## config.mk

```make
export PLATFORM = sky130hd
export DESIGN_NAME = sync_serial_edge_clock_pins
export DESIGN_NICKNAME = d
export VERILOG_FILES = /design/src/verilog/sync_serial_pkg.sv /design/src/verilog/pin_sync.sv /design/src/verilog/shift_clk_gen.sv /design/src/verilog/sync_serial_edge_clock_pins.sv
export VERILOG_INCLUDE_DIRS = /design/src /design/src/verilog
export SDC_FILE = /design/constraint.sdc
export NUM_CORES = 1
export LEC_CHECK = 0
export ABC_AREA = 1
export BUFFER_PORTS_ARGS = -buffer_cell sky130_fd_sc_hd__clkbuf_2
export CAP_MARGIN = 0
export CORE_MARGIN = 4
export CORE_UTILIZATION = 64
export CTS_CLUSTER_DIAMETER = 150
export CTS_CLUSTER_SIZE = 12
export DETAILED_ROUTE_END_ITERATION = 8
export GPL_TIMING_DRIVEN = 0
export PLACE_DENSITY = 0.95
export RECOVER_POWER = 25
export SYNTH_ARGS = -nofsm -noshare
export SYNTH_HDL_FRONTEND = slang
export SYNTH_HIERARCHICAL = 1
export SYNTH_SLANG_ARGS = --single-unit
```

## constraint.sdc

```tcl
create_clock -name mclk_i -period 3.7 [get_ports mclk_i]
set_clock_uncertainty 0.1 [all_clocks]
set_input_delay 0.37 -clock mclk_i [delete_from_list [all_inputs] [get_ports mclk_i]]
set_output_delay 0.37 -clock mclk_i [all_outputs]
set_load 0.01 [all_outputs]
```

## src/verilog/sync_serial_regs.svh

```systemverilog
// register offsets, field positions and reset values of the serial channel
// assumes: included by bare name from the design files
`ifndef SYNC_SERIAL_REGS_SVH
`define SYNC_SERIAL_REGS_SVH

// register offsets (3-bit address)
`define ADDR_MODE 3'h0
`define ADDR_PINS 3'h1
`define ADDR_DATA 3'h2
`define ADDR_STATUS 3'h3
`define ADDR_ASYNC 3'h4

// mode register fields
`define MODE_TX_EDGE 0
`define MODE_RX_REL 1
`define MODE_SRC_LO 2
`define MODE_SRC_HI 3
`define MODE_DIV8 4
`define MODE_MASTER 5
`define MODE_IN_SEL 6

// pin register fields
`define PIN_OUT_EN 0
`define PIN_IN_EN 1
`define PIN_CLK_EN 2
`define PIN_OUT_OD 3
`define PIN_CLK_OD 4
`define PIN_DIR 5

// reset values
`define MODE_RESET 8'h00
`define PINS_RESET 8'h00
`define ASYNC_RESET 8'h00
`define DATA_RESET 8'h00

// timing counts per half shift-clock period, in system clocks (timer 3 pulses for HALF_TIMER)
`define HALF_DIV2 7'h01
`define HALF_DIV4 7'h02
`define HALF_DIV16 7'h08
`define HALF_TIMER 7'h01

// shift-clock edges in one 8-bit frame
`define FRAME_EDGES 5'h10

`endif
```

## src/verilog/sync_serial_pkg.sv

```systemverilog
// types shared by the serial channel design files
// assumes: compiled before every module that names it
package sync_serial_pkg;

   typedef enum logic [2:0] {
      st_idle = 3'b001,
      st_run = 3'b010,
      st_copy = 3'b100
   } xfer_state_t;

   typedef enum logic [1:0] {
      src_div2 = 2'h0,
      src_div4 = 2'h1,
      src_div16 = 2'h2,
      src_timer = 2'h3
   } clk_src_t;

endpackage

```

## src/verilog/pin_sync.sv

```systemverilog
// two flip-flop synchroniser, one per bit
// assumes: inputs come from pins outside the mclk_i domain
`timescale 1ns/1ns
`default_nettype none

module pin_sync #(
   parameter int W = 3,
   parameter logic [W-1:0] RESET_VAL = '1
) (
   // clock and reset
   input wire logic clk_i,
   input wire logic rst_n_i,
   input wire logic ce_i,
   // data
   input wire logic [W-1:0] d_i,
   output logic [W-1:0] q_o
);

   genvar i;
   generate
      for (i = 0; i < W; i = i + 1) begin : g_bit
         logic meta;
         // meta is read only by the second stage
         always_ff @(posedge clk_i or negedge rst_n_i) begin
            if (!rst_n_i) begin
               meta <= RESET_VAL[i];
               q_o[i] <= RESET_VAL[i];
            end else if (ce_i) begin
               meta <= d_i[i];
               q_o[i] <= meta;
            end
         end
      end
   endgenerate

endmodule

`default_nettype wire

```

## src/verilog/shift_clk_gen.sv

```systemverilog
// half-period tick generator for the internal shift clock
// assumes: timer_tick_i is a one-cycle pulse on mclk_i
`timescale 1ns/1ns
`default_nettype none
`include "sync_serial_regs.svh"

module shift_clk_gen (
   // clock and reset
   input wire logic clk_i,
   input wire logic rst_n_i,
   input wire logic ce_i,
   // control
   input wire logic run_i,
   input wire logic [1:0] src_i,
   input wire logic div8_i,
   input wire logic timer_tick_i,
   // tick out
   output logic half_tick_o
);

   logic [6:0] cnt;
   wire logic [6:0] base_half;
   wire logic [6:0] limit;
   wire logic step;

   assign base_half =
      (src_i == sync_serial_pkg::src_div2) ? `HALF_DIV2 :
      (src_i == sync_serial_pkg::src_div4) ? `HALF_DIV4 :
      (src_i == sync_serial_pkg::src_div16) ? `HALF_DIV16 : `HALF_TIMER;
   assign limit = div8_i ? {base_half[3:0], 3'b000} : base_half;
   assign step = (src_i == sync_serial_pkg::src_timer) ? timer_tick_i : 1'b1;

   always_ff @(posedge clk_i or negedge rst_n_i) begin
      if (!rst_n_i) begin
         cnt <= 7'h00;
         half_tick_o <= 1'b0;
      end else if (ce_i) begin
         if (!run_i) begin
            cnt <= 7'h00;
            half_tick_o <= 1'b0;
         end else if (step && cnt == limit - 7'h01) begin
            cnt <= 7'h00;
            half_tick_o <= 1'b1;
         end else begin
            cnt <= step ? cnt + 7'h01 : cnt;
            half_tick_o <= 1'b0;
         end
      end
   end
endmodule

`default_nettype wire

```

## src/verilog/sync_serial_edge_clock_pins.sv

```systemverilog
// clock-synchronous serial channel: edges, shift clock and pin set-up
// assumes: one system clock mclk_i; pins resolved outside from out/oe_n
`timescale 1ns/1ns
`default_nettype none
`include "sync_serial_regs.svh"

// Notes on behaviour
// - transmit data changes on falling edge when tx_edge_sel=0, else rising
// - receive sampled on opposite edge when rx_edge_relation=0, else same
// - internal clock makes us master driving clock; external makes slave
// - clock source picks fs/2, fs/4, fs/16 or timer 3 output
// - clk_div8_en set divides the selected internal clock by 8
// - input pin only receives; output pin may transmit or receive
// - input_pin_sel=1 takes data from output pin, frees input pin
// - in two-line mode shared_pin_dir sets shared pin direction
// - busy set on transfer start, cleared when done interrupt is raised
// - asynchronous-only flags are stored but have no effect
// - full duplex needs edge bits 00 or 01, sampling opposite edge
// - slave: clock pin input; master: output, push-pull or open-drain
// - master start needs clock pin enabled; slave does not
// - done interrupt after each frame, then shift data copied to buffer
module sync_serial_edge_clock_pins (
   // clock, reset, enable
   input wire logic mclk_i,
   input wire logic reset_n_i,
   input wire logic ce_i,
   // register port
   input wire logic [2:0] addr_i,
   input wire logic [7:0] wdata_i,
   input wire logic wr_i,
   input wire logic rd_i,
   output logic [7:0] rdata_o,
   // timer 3 output, one-cycle pulse
   input wire logic timer3_tick_i,
   // shift clock pin
   input wire logic shift_clk_pin_i,
   output logic shift_clk_pin_o,
   output logic shift_clk_pin_oe_n_o,
   // data output pin, shared in two-line mode
   input wire logic data_out_pin_i,
   output logic data_out_pin_o,
   output logic data_out_pin_oe_n_o,
   // data input pin
   input wire logic data_in_pin_i,
   output logic data_in_pin_free_o,
   // status
   output logic transfer_active_flag_o,
   output logic xfer_done_irq_o
);

   ////////////////////////////////////////////////////////////////////////
   // reset release

   logic rst_meta;
   logic rst_n;

   always_ff @(posedge mclk_i or negedge reset_n_i) begin
      if (!reset_n_i) begin
         rst_meta <= 1'b0;
         rst_n <= 1'b0;
      end else begin
         rst_meta <= 1'b1;
         rst_n <= rst_meta;
      end
   end

   ////////////////////////////////////////////////////////////////////////
   // registers and decode

   logic [7:0] serial_mode_a;
   logic [7:0] port_dir_reg;
   logic [7:0] async_flags;
   logic [7:0] shift_buffer;
   logic [7:0] rx_buf;
   logic [4:0] edge_cnt;
   logic sclk_int;
   logic tx_bit;
   logic ext_prev;
   sync_serial_pkg::xfer_state_t state;

   wire logic tx_edge_sel = serial_mode_a[`MODE_TX_EDGE];
   wire logic rx_edge_relation = serial_mode_a[`MODE_RX_REL];
   wire logic [1:0] clk_src_sel =
      serial_mode_a[`MODE_SRC_HI:`MODE_SRC_LO];
   wire logic clk_div8_en = serial_mode_a[`MODE_DIV8];
   wire logic master = serial_mode_a[`MODE_MASTER];
   wire logic input_pin_sel = serial_mode_a[`MODE_IN_SEL];
   wire logic out_pin_func_en = port_dir_reg[`PIN_OUT_EN];
   wire logic in_pin_func_en = port_dir_reg[`PIN_IN_EN];
   wire logic clk_pin_func_en = port_dir_reg[`PIN_CLK_EN];
   wire logic out_pin_drive_style = port_dir_reg[`PIN_OUT_OD];
   wire logic clk_pin_drive_style = port_dir_reg[`PIN_CLK_OD];
   wire logic shared_pin_dir = port_dir_reg[`PIN_DIR];

   wire logic idle_lvl = ~tx_edge_sel;
   wire logic running = (state == sync_serial_pkg::st_run);
   wire logic wr_mode = wr_i && addr_i == `ADDR_MODE;
   wire logic wr_pins = wr_i && addr_i == `ADDR_PINS;
   wire logic wr_data = wr_i && addr_i == `ADDR_DATA;
   wire logic wr_async = wr_i && addr_i == `ADDR_ASYNC;
   wire logic link_en = out_pin_func_en || in_pin_func_en;
   // data writes while busy are dropped so a running frame is never restarted
   wire logic start = wr_data && state == sync_serial_pkg::st_idle &&
      link_en && (!master || clk_pin_func_en);

   ////////////////////////////////////////////////////////////////////////
   // pin inputs and shift clock

   logic sclk_s;
   logic dout_s;
   logic din_s;
   logic half_tick;

   pin_sync #(.W(3), .RESET_VAL(3'h7)) u_pin_sync (
      .clk_i(mclk_i),
      .rst_n_i(rst_n),
      .ce_i(ce_i),
      .d_i({shift_clk_pin_i, data_out_pin_i, data_in_pin_i}),
      .q_o({sclk_s, dout_s, din_s})
   );

   shift_clk_gen u_clk_gen (
      .clk_i(mclk_i),
      .rst_n_i(rst_n),
      .ce_i(ce_i),
      .run_i(running && master),
      .src_i(clk_src_sel),
      .div8_i(clk_div8_en),
      .timer_tick_i(timer3_tick_i),
      .half_tick_o(half_tick)
   );

   wire logic rx_data = input_pin_sel ? dout_s : din_s;
   wire logic ext_edge = running && !master && (sclk_s != ext_prev);
   wire logic edge_ev = master ? (running && half_tick) : ext_edge;
   wire logic level_after = master ? ~sclk_int : sclk_s;
   wire logic tx_ev = edge_ev && (level_after == tx_edge_sel);
   // relation 0 is the only full-duplex safe choice
   wire logic rx_ev = edge_ev && (rx_edge_relation ?
      (level_after == tx_edge_sel) : (level_after != tx_edge_sel));
   wire logic last_edge = edge_ev && edge_cnt == `FRAME_EDGES - 5'h01;

   logic [7:0] next_shift;

   always_comb begin
      next_shift = shift_buffer;
      if (start) begin
         next_shift = wdata_i;
      end else if (tx_ev) begin
         next_shift = {shift_buffer[6:0], rx_ev ? rx_data : 1'b0};
      end else if (rx_ev) begin
         next_shift = {shift_buffer[7:1], rx_data};
      end
   end

   ////////////////////////////////////////////////////////////////////////
   // transfer state

   always_ff @(posedge mclk_i or negedge rst_n) begin
      if (!rst_n) begin
         state <= sync_serial_pkg::st_idle;
         edge_cnt <= 5'h00;
         shift_buffer <= `DATA_RESET;
         rx_buf <= `DATA_RESET;
         sclk_int <= 1'b1;
         tx_bit <= 1'b1;
         ext_prev <= 1'b1;
         transfer_active_flag_o <= 1'b0;
         xfer_done_irq_o <= 1'b0;
      end else if (ce_i) begin
         shift_buffer <= next_shift;
         ext_prev <= sclk_s;
         xfer_done_irq_o <= 1'b0;
         if (tx_ev) begin
            tx_bit <= shift_buffer[7];
         end
         case (state)
            sync_serial_pkg::st_idle: begin
               sclk_int <= idle_lvl;
               edge_cnt <= 5'h00;
               if (start) begin
                  state <= sync_serial_pkg::st_run;
                  transfer_active_flag_o <= 1'b1;
               end
            end
            sync_serial_pkg::st_run: begin
               if (master && half_tick) begin
                  sclk_int <= ~sclk_int;
               end
               if (edge_ev) begin
                  edge_cnt <= edge_cnt + 5'h01;
               end
               if (last_edge) begin
                  state <= sync_serial_pkg::st_copy;
                  transfer_active_flag_o <= 1'b0;
                  xfer_done_irq_o <= 1'b1;
               end
            end
            sync_serial_pkg::st_copy: begin
               rx_buf <= shift_buffer;
               state <= sync_serial_pkg::st_idle;
            end
            default: begin
               state <= sync_serial_pkg::st_idle;
            end
         endcase
      end
   end

   ////////////////////////////////////////////////////////////////////////
   // configuration registers and read port

   logic [7:0] next_rdata;

   assign next_rdata =
      !rd_i ? 8'h00 :
      (addr_i == `ADDR_MODE) ? serial_mode_a :
      (addr_i == `ADDR_PINS) ? port_dir_reg :
      (addr_i == `ADDR_DATA) ? rx_buf :
      (addr_i == `ADDR_STATUS) ? {7'h00, transfer_active_flag_o} :
      (addr_i == `ADDR_ASYNC) ? async_flags : 8'h00;

   always_ff @(posedge mclk_i or negedge rst_n) begin
      if (!rst_n) begin
         serial_mode_a <= `MODE_RESET;
         port_dir_reg <= `PINS_RESET;
         async_flags <= `ASYNC_RESET;
         rdata_o <= 8'h00;
      end else if (ce_i) begin
         rdata_o <= next_rdata;
         if (wr_mode) begin
            serial_mode_a <= {1'b0, wdata_i[6:0]};
         end
         if (wr_pins) begin
            port_dir_reg <= {2'b00, wdata_i[5:0]};
         end
         if (wr_async) begin
            async_flags <= wdata_i;
         end
      end
   end

   ////////////////////////////////////////////////////////////////////////
   // pin drivers, low enable drives the pin

   wire logic clk_drive = master && clk_pin_func_en;
   // dir bit only matters once the output pin also receives
   wire logic out_drive = out_pin_func_en && (!input_pin_sel || shared_pin_dir);
   wire logic next_clk_oe_n =
      !(clk_drive && (!clk_pin_drive_style || !sclk_int));
   wire logic next_clk_o = clk_pin_drive_style ? 1'b0 : sclk_int;
   wire logic next_dout_oe_n =
      !(out_drive && (!out_pin_drive_style || !tx_bit));
   wire logic next_dout_o = out_pin_drive_style ? 1'b0 : tx_bit;

   always_ff @(posedge mclk_i or negedge rst_n) begin
      if (!rst_n) begin
         shift_clk_pin_o <= 1'b1;
         shift_clk_pin_oe_n_o <= 1'b1;
         data_out_pin_o <= 1'b1;
         data_out_pin_oe_n_o <= 1'b1;
         data_in_pin_free_o <= 1'b0;
      end else if (ce_i) begin
         shift_clk_pin_o <= next_clk_o;
         shift_clk_pin_oe_n_o <= next_clk_oe_n;
         data_out_pin_o <= next_dout_o;
         data_out_pin_oe_n_o <= next_dout_oe_n;
         data_in_pin_free_o <= input_pin_sel;
      end
   end
endmodule

`default_nettype wire

```

==> metrics.cfg <==
[routing]
routedWlPerCell_um = 14.8
vias = 3746
detail_route.wirelength_um = 9850
initialDrtViolationCount = 268
route.detailed.vias_per_inst = 5.65
antenna_violating_nets_post_route = 0
route.detailed.drc = 0
first_pass_iters = 5

[yosys]
sequential_to_total_area_share_from_yosys_stat_pct = 47.6
yosysMostFrequentCell = sky130_fd_sc_hd__nand2_1
synth-edff-count = 0
ys_top_cells_by_count = sky130_fd_sc_hd__nand2_1, sky130_fd_sc_hd__dfrtp_1, sky130_fd_sc_hd__inv_1
syn-instance-count = 534
synth.cell_area_mm2 = 0.00419
synth.yosys.warnings = 6
synth.top_cells.by_area = sky130_fd_sc_hd__dfrtp_1, sky130_fd_sc_hd__nand2_1, sky130_fd_sc_hd__dfstp_2, sky130_fd_sc_hd__inv_1, sky130_fd_sc_hd__o21ai_0
synth_top_area_share_pct = 38.9
synth_top_area_cell = sky130_fd_sc_hd__dfrtp_1
ys_dominant_reg_cell = sky130_fd_sc_hd__dfrtp_1
synthesis.nets = 562
post_synthesis_async_set_or_reset_flop_share_pct = 100
synthesis.area_per_instance_um2 = 7.84
synth-seq-cells = 79
synthDistinctLibCells = 38

[setup_path]
crit_path_max_fanout = 7
arrival_time_at_the_worst_endpoint_ns = 2.59
worst_setup_path_end_kind = register
worst-r2r-setup-slack_ns = 1.27
worst-endpoint-required_ns = 3.86
worst-setup-path-type = register to register
worstSetupStartpointType = register

[die]
core_mm2 = 0.00635
die_h_um = 88.9
initial_utilization_pct = 65.9
fp.dieArea_mm2 = 0.00790
design.portCount = 35
rows = 29
die_x_um = 88.9

[outcome]
run_status = complete, no violations

[clock_tree]
cts_buffer_depth = 2
clkSlewWorstSetupHoldPaths_ns = 0.09
cts_max_level = 3
clk_latency_ns = 0.37
tritoncts = yes
ctsRootBufferMaster = sky130_fd_sc_hd__clkbuf_8
cts_num_sinks = 79
number_of_cts_inserted_buffers = 9

[cells_and_area]
num_antenna_cells = 0
drive_gt1_share_pct = 19.5
layout-area-overhead-vs-synth_pct = 11.8
finalNetCount = 609

[placed_design]
detailedPlace.worstSlack_ns = 1.27
placement.io_buffers = 34
place_congestion = 0.873
detailed_place_hpwl_um = 7400

[timing]
grt_setup_unrepaired = false
slew_viol_final = 0
tightestPinTransition_ns = 1.24
hold_viol_final = 0
final.min_clock_period_ns = 2.43
timing.fmax_mhz = 412
max-slew-margin-rel_pct = 17.4
finalSetupViolations = 0
worst_slack_ns = 1.27
final.period_utilization_pct = 65.6
setup_tns_ns = 0

[pwr]
power_leakage_nw = 2.45
post-layout-total-power_mw = 2.40
power_density_mw_per_mm2 = 513
worst_ir_drop_vdd_uv = 379

[job]
maxCapViolCount = 0

[global_route]
first_global_vias = 3609
antenna_found_initial = 0
grt_overflow = 0
grt_max_degree = 53
first_pass_grt_wire_length_um = 16600
track_usage_pct = 27.6

[hold_path]
min-delay-path-class = input pin to register

==> per-stage QoR <==
step	hold WS, ns	std cells	area, um2	util, %
2_1_floorplan	-0.0256	534	4190	-
3_3_place_gp	0.0562	645	4450	70.1
3_5_place_dp	0.0581	646	4480	70.6
6_report	0.0819	663	4680	73.7
5_1_grt	0.0936	663	4680	73.7
4_1_cts	0.0742	663	4710	74.2
==> report_power, final <==
part	switching [mW]	internal (mW)
Clock	0.356	0.326
Combinational	0.374	0.206
Sequential	0.123	1.02
==> metal layers <==
metal / share of wire (%) / GRT usage, %
met5: 0 / 0
met2: 50 / 45.7
met3: 7.0 / 4.19
met1: 41 / 36.0
met4: 2.4 / 12.5
==> timing repair <==
action / 4_1_cts / 5_1_grt
buffers inserted: 0 / 0
gates resized for setup: 0 / 0
hold endpoints to repair: 2 / 0
setup endpoints to repair: 0 / 0
hold buffers: 1 / 0
==> worst max-delay path: stages (launching register included) <==
cell and delay (ns):
sky130_fd_sc_hd__dfrtp_1 0.44, sky130_fd_sc_hd__inv_1 0.07, sky130_fd_sc_hd__ha_1 0.36, sky130_fd_sc_hd__nand2_2 0.09
sky130_fd_sc_hd__ha_1 0.26, sky130_fd_sc_hd__ha_1 0.33, sky130_fd_sc_hd__inv_1 0.04, sky130_fd_sc_hd__nand2_1 0.06
sky130_fd_sc_hd__nand2_1 0.04, sky130_fd_sc_hd__nor2_1 0.11, sky130_fd_sc_hd__nand2_2 0.08, sky130_fd_sc_hd__nor2_4 0.11
sky130_fd_sc_hd__nand3_4 0.11, sky130_fd_sc_hd__nand2_1 0.09, sky130_fd_sc_hd__nand2_1 0.04
==> final cells by class <==
cell class	instances	area [um2]
tap	77	96.3
clock buffer	9	124
clock inverter	7	91.3
sequential	79	1990
timing repair buffer	36	184
multi-input combinational	382	1890
buffer	8	55.1
inverter	65	249
fill	456	1670
==> cells by family after synthesis <==
kind of cell | Yosys count | synth area share (%)
AOI/OAI and AO/OA | 64 | 9.03
xor gates and xnor gates | 2 | 0.418
adders and majority gates | 8 | 2.39
buffers and inverters | 73 | 7.26
DFF | 79 | 47.6
muxes | 4 | 1.05
other | 1 | 0.0896
and+or+nand+nor | 303 | 32.1
==> path summary, 6_finish.rpt <==
| kind | startpoint | to | depth (start not counted) |
|---|---|---|---|
| setup / recovery | serial_mode_a[2] | u_clk_gen/cnt[5] | 14 |
| hold / removal | shift_clk_pin_i | u_pin_sync/g_bit[2].meta | 3 |
| setup reg to reg | serial_mode_a[2] | u_clk_gen/cnt[5] | 14 |
| hold reg to reg | rst_meta | rst_n | 0 |
| max in group asynchronous | rst_n | rdata_o[0] | 1 |
| min in group asynchronous | reset_n_i | rst_n | 2 |
==> layout by cell type, fill, tap and decap left out, types with 10 or more instances in the layout <==
| cell | netlist | layout |
|---|---|---|
| sky130_fd_sc_hd__inv_2 | 10 | 10 |
| sky130_fd_sc_hd__dfrtp_1 | 65 | 65 |
| sky130_fd_sc_hd__inv_1 | 54 | 54 |
| sky130_fd_sc_hd__clkbuf_2 | 0 | 34 |
| sky130_fd_sc_hd__nand2_1 | 221 | 221 |
| sky130_fd_sc_hd__nand3_1 | 26 | 26 |
| sky130_fd_sc_hd__dfstp_2 | 14 | 11 |
| sky130_fd_sc_hd__o21ai_0 | 35 | 35 |
| sky130_fd_sc_hd__nand2_2 | 12 | 12 |
| sky130_fd_sc_hd__nor2_1 | 20 | 20 |
Power figures use the tool's default switching activity.
